## src/logic/iso_split_pkg.sv

```systemverilog
// Constants and types for the isochronous split descriptor scheduler
// Notes on behaviour
// - Store received bytes per microframe when scheduled, frame matches
// - Complete-split mask, one bit per microframe, cleared
// - Complete-split mask used only for IN
// - Start in uframe0, complete in uframe2 example works
// - Three-bit status per microframe, seven highest
// - Status bits: error, babble on IN, underrun on OUT
// - Start-split mask selects start microframes, cleared after
// - OUT sends only when frame number matches bus
// - Active flag cleared by controller on completion
// - Halt set on any stalled microframe
// - Babble summary from status bit one
// - Error summary from status bit zero
// - Frame number taken from uframe byte bits seven-three
// - Token code 00 is OUT, 01 is IN
package iso_split_pkg;
  localparam int          UFRAMES       = 8;
  localparam int          FRAME_LSB     = 3;
  localparam int          FRAME_W       = 5;
  localparam logic [1:0]  TOKEN_OUT     = 2'h0;
  localparam logic [1:0]  TOKEN_IN      = 2'h1;
  localparam int          RES_ERR_BIT   = 0;
  localparam int          RES_BABBLE_BIT = 1;
  localparam int          RES_UNDER_BIT = 2;
  localparam logic [7:0]  MASK_RESET    = 8'h00;
  localparam logic [23:0] RESULT_RESET  = 24'h000000;
  localparam logic [7:0]  COUNT_RESET   = 8'h00;

  typedef enum logic [2:0] {
    ST_IDLE = 3'h1,
    ST_WAIT = 3'h2,
    ST_XFER = 3'h4
  } sched_state_type;
endpackage : iso_split_pkg

```

## src/logic/count_if.sv

```systemverilog
// Write and readback carrier between the scheduler and the byte-count store
interface count_if;
  logic       wr_en;
  logic [2:0] wr_idx;
  logic [7:0] wr_data;
  logic [2:0] rd_idx;
  logic [7:0] rd_data;
  modport writer (output wr_en, wr_idx, wr_data, rd_idx, input rd_data);
  modport store  (input wr_en, wr_idx, wr_data, rd_idx, output rd_data);
endinterface : count_if

```

## src/logic/iso_count_mem.sv

```systemverilog
// Eight-entry store of received byte counts, registered read
module iso_count_mem (
  input wire logic core_clk,
  input wire logic rst,
  count_if.store   port
);
  logic [7:0] mem [8];

  always_ff @(posedge core_clk or posedge rst) begin
    if (rst) begin
      for (int i = 0; i < 8; i++) begin
        mem[i] <= iso_split_pkg::COUNT_RESET;
      end
    end else if (port.wr_en) begin
      mem[port.wr_idx] <= port.wr_data;
    end
  end

  always_ff @(posedge core_clk or posedge rst) begin
    if (rst) begin
      port.rd_data <= iso_split_pkg::COUNT_RESET;
    end else begin
      port.rd_data <= mem[port.rd_idx];
    end
  end
endmodule : iso_count_mem

```

## src/logic/iso_split_descriptor_sched.sv

```systemverilog
// Per-microframe scheduler for an isochronous split descriptor
module iso_split_descriptor_sched (
  input  wire logic        core_clk,
  input  wire logic        rst,
  // Descriptor load from software
  input  wire logic        load,
  input  wire logic [7:0]  load_ss_mask,
  input  wire logic [7:0]  load_cs_mask,
  input  wire logic [7:0]  load_uframe_byte,
  input  wire logic [1:0]  load_token,
  input  wire logic        load_active,
  // Bus timing
  input  wire logic        uframe_start,
  input  wire logic [4:0]  bus_frame,
  input  wire logic [2:0]  bus_uframe,
  // Transaction translator side
  input  wire logic        xfer_done,
  input  wire logic [7:0]  xfer_bytes,
  input  wire logic        xfer_err,
  input  wire logic        xfer_babble,
  input  wire logic        xfer_underrun,
  input  wire logic        xfer_stall,
  // Count readback
  input  wire logic [2:0]  count_sel,
  // Split requests toward the translator
  output logic             issue_ss,
  output logic             issue_cs,
  output logic [2:0]       issue_uframe,
  // Descriptor status written back
  output logic [7:0]       start_split_uframe_mask,
  output logic [7:0]       complete_split_uframe_mask,
  output logic [23:0]      uframe_results,
  output logic             active,
  output logic             halt,
  output logic             babble,
  output logic             xact_err,
  output logic             split_phase_flag,
  // Registered byte count readback
  output logic [7:0]       count_data
);
  // Flow: load a descriptor, wait for a microframe start that a mask and
  // the frame number select, issue one split, and on its answer write the
  // status, clear the mask bit and, after a start split, store the byte count
  iso_split_pkg::sched_state_type state;
  logic [1:0] token;
  logic [4:0] desc_frame;
  logic       cur_cs;
  logic [2:0] cur_uf;

  // Store for the eight received byte counts
  count_if cnt ();

  iso_count_mem u_mem (
    .core_clk (core_clk),
    .rst      (rst),
    .port     (cnt.store)
  );

  // Token decode; any code but IN is handled as OUT
  function automatic logic is_in(input logic [1:0] t);
    return t == iso_split_pkg::TOKEN_IN;
  endfunction : is_in

  // Bit b of the status field of microframe u
  function automatic logic res_bit(input logic [23:0] r,
                                   input logic [2:0]  u,
                                   input int          b);
    return r[int'(u) * 3 + b];
  endfunction : res_bit

  // Lowest bit of microframe u's status field
  function automatic int res_lsb(input logic [2:0] u);
    return int'(u) * 3;
  endfunction : res_lsb

  logic frame_ok;
  logic ss_hit;
  logic cs_hit;
  logic [2:0] new_res;
  logic [7:0] sum_err;
  logic [7:0] sum_bab;
  logic       xfer_end;
  logic       take;
  logic       ss_left;
  logic       cs_left;

  // No split goes out unless the descriptor's frame is the bus frame
  assign frame_ok = bus_frame == desc_frame;
  assign ss_hit = start_split_uframe_mask[bus_uframe] && frame_ok;
  // Complete splits only exist on IN
  assign cs_hit = is_in(token) &&
                  complete_split_uframe_mask[bus_uframe] && frame_ok;

  // A microframe start is only taken while waiting on a live descriptor
  assign take = state == iso_split_pkg::ST_WAIT && active &&
                uframe_start && (ss_hit || cs_hit);
  assign xfer_end = state == iso_split_pkg::ST_XFER && xfer_done;

  // Splits still owed; an OUT never waits on its complete-split mask
  assign ss_left = start_split_uframe_mask != 8'h00;
  assign cs_left = is_in(token) && complete_split_uframe_mask != 8'h00;

  // Babble has meaning only on IN and underrun only on OUT, so the other
  // token's bit stays low whatever the translator reports
  always_comb begin
    new_res = 3'h0;
    new_res[iso_split_pkg::RES_ERR_BIT] = xfer_err;
    if (is_in(token)) begin
      new_res[iso_split_pkg::RES_BABBLE_BIT] = xfer_babble;
    end else begin
      new_res[iso_split_pkg::RES_UNDER_BIT] = xfer_underrun;
    end
  end

  always_comb begin
    for (int i = 0; i < 8; i++) begin
      sum_err[i] = res_bit(uframe_results, 3'(i),
                           iso_split_pkg::RES_ERR_BIT);
      sum_bab[i] = res_bit(uframe_results, 3'(i),
                           iso_split_pkg::RES_BABBLE_BIT);
    end
  end

  // Scheduler state
  always_ff @(posedge core_clk or posedge rst) begin
    if (rst) begin
      state <= iso_split_pkg::ST_IDLE;
    end else begin
      unique case (state)
        iso_split_pkg::ST_IDLE: begin
          // A load with the active flag low leaves the descriptor parked
          if (load && load_active) begin
            state <= iso_split_pkg::ST_WAIT;
          end
        end
        iso_split_pkg::ST_WAIT: begin
          if (!active) begin
            state <= iso_split_pkg::ST_IDLE;
          end else if (take) begin
            state <= iso_split_pkg::ST_XFER;
          end
        end
        iso_split_pkg::ST_XFER: begin
          // No timeout here: a split the translator never answers hangs
          if (xfer_done) begin
            state <= iso_split_pkg::ST_WAIT;
          end
        end
        default: state <= iso_split_pkg::ST_IDLE;
      endcase
    end
  end

  // Split in flight; a start split wins when both masks select the same
  // microframe
  always_ff @(posedge core_clk or posedge rst) begin
    if (rst) begin
      cur_cs <= 1'b0;
      cur_uf <= 3'h0;
    end else if (take) begin
      cur_cs <= !ss_hit;
      cur_uf <= bus_uframe;
    end
  end

  // Issue strobes stand for one cycle after the microframe start is taken;
  // the microframe number stays until the next split
  always_ff @(posedge core_clk or posedge rst) begin
    if (rst) begin
      issue_ss     <= 1'b0;
      issue_cs     <= 1'b0;
      issue_uframe <= 3'h0;
    end else begin
      issue_ss <= take && ss_hit;
      issue_cs <= take && !ss_hit;
      if (take) begin
        issue_uframe <= bus_uframe;
      end
    end
  end

  // Token of the loaded descriptor
  always_ff @(posedge core_clk or posedge rst) begin
    if (rst) begin
      token <= iso_split_pkg::TOKEN_OUT;
    end else if (load) begin
      token <= load_token;
    end
  end

  // Frame in which the descriptor executes
  always_ff @(posedge core_clk or posedge rst) begin
    if (rst) begin
      desc_frame <= 5'h00;
    end else if (load) begin
      desc_frame <= load_uframe_byte[7:iso_split_pkg::FRAME_LSB];
    end
  end

  // Start-split mask: software loads it, each start split clears its bit
  always_ff @(posedge core_clk or posedge rst) begin
    if (rst) begin
      start_split_uframe_mask <= iso_split_pkg::MASK_RESET;
    end else if (load) begin
      start_split_uframe_mask <= load_ss_mask;
    end else if (xfer_end && !cur_cs) begin
      start_split_uframe_mask[cur_uf] <= 1'b0;
    end
  end

  // Complete-split mask: each complete split clears its own bit
  always_ff @(posedge core_clk or posedge rst) begin
    if (rst) begin
      complete_split_uframe_mask <= iso_split_pkg::MASK_RESET;
    end else if (load) begin
      complete_split_uframe_mask <= load_cs_mask;
    end else if (xfer_end && cur_cs) begin
      complete_split_uframe_mask[cur_uf] <= 1'b0;
    end
  end

  // Per-microframe status, cleared by every load
  always_ff @(posedge core_clk or posedge rst) begin
    if (rst) begin
      uframe_results <= iso_split_pkg::RESULT_RESET;
    end else if (load) begin
      uframe_results <= iso_split_pkg::RESULT_RESET;
    end else if (xfer_end) begin
      uframe_results[res_lsb(cur_uf) +: 3] <= new_res;
    end
  end

  // A stall reported in the cycle of a load still sets halt, so a stalled
  // endpoint is never lost
  always_ff @(posedge core_clk or posedge rst) begin
    if (rst) begin
      halt <= 1'b0;
    end else if (xfer_end && xfer_stall) begin
      halt <= 1'b1;
    end else if (load) begin
      halt <= 1'b0;
    end
  end

  // Split phase follows the kind of the last split issued
  always_ff @(posedge core_clk or posedge rst) begin
    if (rst) begin
      split_phase_flag <= 1'b0;
    end else if (load) begin
      split_phase_flag <= 1'b0;
    end else if (issue_ss || issue_cs) begin
      split_phase_flag <= issue_cs;
    end
  end

  // Summaries lag the status fields by one cycle
  always_ff @(posedge core_clk or posedge rst) begin
    if (rst) begin
      babble <= 1'b0;
    end else begin
      babble <= |sum_bab;
    end
  end

  always_ff @(posedge core_clk or posedge rst) begin
    if (rst) begin
      xact_err <= 1'b0;
    end else begin
      xact_err <= |sum_err;
    end
  end

  // Active drops once no split is owed, and one cycle after halt rises so a stalled
  // endpoint is not polled again
  always_ff @(posedge core_clk or posedge rst) begin
    if (rst) begin
      active <= 1'b0;
    end else if (load) begin
      active <= load_active;
    end else if (halt) begin
      active <= 1'b0;
    end else if (!ss_left && !cs_left &&
                 state == iso_split_pkg::ST_WAIT) begin
      active <= 1'b0;
    end
  end

  // Counts land only for a start split whose mask bit is still set; a
  // complete split leaves the stored counts alone
  assign cnt.wr_en   = xfer_end && !cur_cs &&
                       start_split_uframe_mask[cur_uf];
  assign cnt.wr_idx  = cur_uf;
  assign cnt.wr_data = xfer_bytes;

  // Readback comes from the store's read register, one cycle behind
  assign cnt.rd_idx  = count_sel;
  assign count_data  = cnt.rd_data;
endmodule : iso_split_descriptor_sched

```

## config.mk

```make
export PLATFORM = sky130hd
export DESIGN_NAME = iso_split_descriptor_sched
export DESIGN_NICKNAME = d
export VERILOG_FILES = /design/src/logic/iso_split_pkg.sv /design/src/logic/count_if.sv /design/src/logic/iso_count_mem.sv /design/src/logic/iso_split_descriptor_sched.sv
export SDC_FILE = /design/constraint.sdc
export NUM_CORES = 1
export LEC_CHECK = 0
export ABC_AREA = 1
export BUFFER_PORTS_ARGS = -buffer_cell sky130_fd_sc_hd__buf_2
export CAP_MARGIN = 20
export CORE_MARGIN = 8
export CORE_UTILIZATION = 55
export CTS_CLUSTER_DIAMETER = 80
export CTS_CLUSTER_SIZE = 40
export DETAILED_ROUTE_END_ITERATION = 8
export GPL_TIMING_DRIVEN = 0
export MAX_ROUTING_LAYER = met4
export PLACE_DENSITY = 0.79
export SYNTH_ARGS = -nofsm -noshare
export SYNTH_HDL_FRONTEND = slang
export SYNTH_SLANG_ARGS = --single-unit
```

## constraint.sdc

```tcl
create_clock -name core_clk -period 4.95 [get_ports core_clk]
set_clock_uncertainty 0.1 [all_clocks]
set_input_delay 0.495 -clock core_clk [delete_from_list [all_inputs] [get_ports core_clk]]
set_output_delay 0.495 -clock core_clk [all_outputs]
set_load 0.02 [all_outputs]
```

# Word level (Yosys, flattened, before mapping)
# Cells that the tools add are included.
# word_totals
elab_cells	118
input_bits	55
regBits	133
# op_classes
bitwise	5
eq_ne	8
mul	1
shift	2
add_sub_neg	1
magnitude_cmp	6
n_mux	35
n_reduce_logical	36
# ops
cell	count
64-bit bitwise mux	1
8-bit 2-to-1 mux	7
24-bit 2-to-1 mux	2
5-bit negation with 33-bit output	1
3-bit by 33-bit variable shift with 24-bit output, first input constant	1
3-bit by 33-bit variable part select with 24-bit output	1
8-bit binary-select mux with 3-bit select	1
24-bit bitwise mux	1
8-bit demux with 3-bit select	1
1-bit logical AND	19
8-bit bitwise AND	2
8-bit nonzero test	2
8-bit OR reduction	2
1-bit 2-to-1 mux	13
3-bit 2-to-1 mux	4
2-bit nonzero test	5
1-bit binary-select mux with 3-bit select	3
3-bit case mux with 3 select lines	1
4-bit greater-or-equal comparator, second input constant	2
3-bit by 4-bit < comparator with 1-bit output, second input constant	2
3-bit inverter with 4-bit output	2
8-bit inverter	1
5-bit == test	1
3-bit by 2-bit multiplier with 5-bit output, second input constant	1
other kinds (13)	18

# Longest topological paths before layout
# logic_depth
depth_word	9
ltp_mapped	12
mapped_depth_nobuf	11

# Hierarchy
# Synthesis repeated with hierarchy kept, for this count alone.
# hier_totals
cells_unflattened	863
area_unflattened_um2	6596.3
# modules_own_cells
mod	area_each_um2	seq_area_each_um2	n_inst	cells_each
iso_count_mem	3394.5	1801.7	1	448
iso_split_descriptor_sched	3201.8	1527.7	1	415

# Worst setup path after synthesis
# No wires, ideal clock.
# synth_path
path_kind	flip-flop to flip-flop
startpoint	reg, netlist name issue_uframe[0]
endpoint	reg uframe_results[0]
path_buffers	1
stages_incl_launch_ff	12
arrival_ns	1.739
setup_slack_ns	2.983
required_time_ns	4.721
period_less_slack_ns	1.967
cell_sequence	dfrtp_1 buf_6 inv_2 ha_1 inv_1 nand2_1 nand2_2 inv_2 nor2_2 nand3_1 nand3_1 o21ai_0
# synth_lines
item	line	rtl
end signal: assignment	iso_split_descriptor_sched.sv:225	uframe_results <= iso_split_pkg::RESULT_RESET;
end signal: assignment	iso_split_descriptor_sched.sv:227	uframe_results <= iso_split_pkg::RESULT_RESET;
end signal: indexed assignment	iso_split_descriptor_sched.sv:229	uframe_results[res_lsb(cur_uf) +: 3] <= new_res;
end: declaration	iso_split_descriptor_sched.sv:32	output logic [23:0] uframe_results,

==> results by group <==
Final layout
  – ANT cells: 0
  – Layout area overhead: 19.3%
  – Filler cell count in the final layout: 1000
  – Most frequent cells in the layout: nand2_1 (215), dfrtp_1 (132), buf_2 (107)
  – Most common cell after layout, fill and taps aside: nand2_1
  – Share of layout cells above drive strength 1: 20.1%
  – Fin nets: 951
  – Final instance area: 0.00768 mm²

Floorplanning
  – Area of the die: 0.0154 mm²
  – Die W: 124 µm
  – Placement Rows: 39
  – Initial Util: about 56%
  – CORE AREA: 0.0114 mm²
  – Chip height: 124 µm
  – Number of top-level pins: 113

Logic synthesis
  – Syn avg cell area: 8.39 µm²
  – Top cells by area, synth: dfrtp_1 (51%), nand2_1 (13%), o21ai_0 (5.1%), o21ai_1 (4.8%), nor2_1 (4.4%)
  – Syn nets: 825
  – Syn Inst Count: 767
  – Largest area contributor in the netlist: dfrtp_1
  – Synth warnings: 0
  – Synth cell types: 35
  – Area share of the largest cell type after synthesis: just over 50%
  – Mapped cell area: around 0.0064 mm²
  – Synthesized flop and latch total: 133
  – Seq/Total Area, Yosys: about half

STA
  – Final worst-path cycle share: 43.9%
  – Min Tclk post-route: 2.17 ns
  – Slew HR: 59.9%
  – Fmax: approximately 460 MHz
  – Fin. Hold Viols: 0
  – RSZ-0062 raised after global routing: no
  – Worst-Margin Slew: 0.602 ns
  – Setup_tns: 0 ns
  – Final setup viols: 0
  – Final Max Slew Viols: 0
  – Final worst slack: 2.78 ns

Hold path
  – HP Class: input port to async pin

Placement
  – DP HPWL: around 13000 µm
  – Port-buffer cells: roughly 110
  – Routability cong.: 0.892
  – DP Worst Slack: between 2 and 3 ns
  – Dpl cell area: 0.00718 mm²

Critical path
  – Crit Path Class: flop to flop
  – WP data required: just over 5 ns
  – CP startpoint kind: flop
  – Worst setup EP type: flop
  – Max Fanout on Critical Path: 10
  – Crit Reg-Reg Startpoint: issue_uframe[0]
  – Worst setup startpoint: issue_uframe[0]
  – Arrival time at the worst endpoint: ~2.4 ns

Global route
  – Met2 GRT Util: 36.5%
  – Most used routing layer: met2
  – Grt total ovfl: 0
  – Vias in the first global route: 5853
  – M3 GR Usage: 5.71%
  – Largest net degree at the start of global routing: 69
  – GRT Resource Usage Total: 25.3%
  – First-pass GRT wire length: 29200 µm
  – GR Layer Usage met1: 33.7%
  – Initial antenna violation count: 0

Power and ir drop
  – VDD IR max: 0.243 mV
  – P_leak: 3.85 nW
  – Part of the power in combinational logic: 11.8%
  – Register share of total power: between 40% and 50%
  – Pwr per Cell Area: between 300 and 400 mW/mm²
  – Clock share of power: 43.0%
  – Int Power: 1.87 mW
  – Switching Fraction: 26.6%
  – Sw power: 677 µW

Detailed routing
  – First-pass iteration count of the detailed router: 5
  – DRT Wirelength: roughly 18000 µm
  – Drt initial violations: 631
  – Via count: around 5800
  – DRT antenna net count: 0
  – Drt via density: around 5.5
  – Average wire per standard cell: 16.8 µm
  – Number of remaining DRC errors: 0

Clock network
  – Sink Count: 133
  – CTS clk-pin slew, worst paths: 0.05 ns
  – Post-CTS setup buffers: 0
  – Worst-Skew Late Latency: 0.42 ns
  – H-tree levels: 4
  – Clock root buffer: clkbuf_16
  – CTS Buffer Depth: 2
  – TritonCTS Buffers: 17
  – CTS resizes: 0
  – Hold_buf cts: 0
  – CTS tree: done

Run
  – Max Cap Violations: 0

Outcome
  – Outcome: finished, final reports clean
==> flip-flops by register name, summed over array words and instances (netlist names) <==
signal,cells
active,1
babble,1
complete_split_uframe_mask,8
cur_cs,1
desc_frame,5
halt,1
issue_cs,1
issue_ss,1
issue_uframe,3
split_phase_flag,1
start_split_uframe_mask,8
state,3
token,2
u_mem.mem,64
u_mem.port.rd_data,8
uframe_results,24
xact_err,1
==> cell families (layout without fill, tap and decap cells) <==
| kind of cell | Yosys count | in the layout | share of synthesized area (%) |
|---|---|---|---|
| AOI/OAI and AO/OA | 173 | 173 | 15.2 |
| xor gates and xnor gates | 1 | 1 | 0.136 |
| adders and majority gates | 3 | 3 | 0.583 |
| buffers and inverters | 99 | 236 | 6.96 |
| DFF | 133 | 133 | 51.7 |
| and+or+nand+nor | 358 | 358 | 25.4 |
==> synth_stat cells <==
cell type,instances
nand2_1,215
dfrtp_1,132
nor2_1,76
inv_1,66
o21ai_0,66
o21ai_1,62
nand3_1,27
clkbuf_1,17
o32ai_1,16
a21oi_1,13
buf_6,9
o21ai_2,9
nand4_4,8
nand4_1,5
nor3_2,5
nor4_1,5
nand2_2,4
nor2_2,4
ha_1,3
inv_4,3
nor3_1,3
o31ai_1,3
a22o_1,2
inv_2,2
nand3b_1,2
a31oi_1,1
buf_1,1
buf_2,1
dfstp_2,1
nand2_4,1
nand2_8,1
nor3b_1,1
o41ai_1,1
or2_2,1
xnor2_1,1
==> stage by stage <==
stage	std cells	utilization (%)	power, mW	hold slack (ns)
floorplan	767	-	1.36	0.350
global placement	1016	62.6	1.46	0.366
detailed placement	1017	62.9	1.47	0.370
CTS	1047	67.3	2.55	0.0764
global route	1047	67.3	2.65	0.118
finish	1047	67.3	2.55	0.0624
==> metal layers <==
| metal | up-vias | wire length [µm] | share of wire, % |
|---|---|---|---|
| li1 | 2785 | - | - |
| met1 | 2760 | 8070 | 46 |
| met2 | 235 | 7980 | 45 |
| met3 | 27 | 1200 | 6.8 |
| met4 | 0 | 361 | 2.1 |
| met5 | - | 0 | 0 |
==> power groups by stage <==
stage	registers (mW)	logic [mW]	clock network, mW
global route	1.16	0.337	1.16
finish	1.15	0.300	1.10
detailed placement	1.17	0.298	0
floorplan	1.19	0.171	0
global placement	1.17	0.290	0
CTS	1.15	0.300	1.10
==> worst max-delay path: stages (launching register included) <==
cell and delay [ns]:
dfrtp_1 0.55, buf_6 0.21, inv_2 0.10, ha_1 0.22, inv_1 0.05, nand2_1 0.05, nand2_2 0.12, inv_2 0.05
nor2_2 0.20, nand3_1 0.19, nand3_1 0.11, o21ai_0 0.09
==> final timing paths <==
kind | endpoint | slack [ns] | depth (start not counted)
setup / recovery | uframe_results[2] | 2.78 | 11
hold / removal | u_mem.mem[20] | 0.06 | 2
setup reg to reg | uframe_results[2] | 2.78 | 11
hold reg to reg | u_mem.mem[12] | 0.38 | 2
max in group asynchronous | issue_ss | 3.95 | 3
min in group core_clk | complete_split_uframe_mask[1] | 0.18 | 3
==> final cells by class <==
class,count,area [µm²],area share [%]
sequential,133,3330,43.3
multi-input combinational,535,2660,34.6
timing repair buffer,107,558,7.26
clock buffer,24,472,6.14
inverter,71,279,3.63
tap,143,179,2.33
buffer,28,174,2.26
clock inverter,6,30.0,0.391
Power figures use the tool's default switching activity.
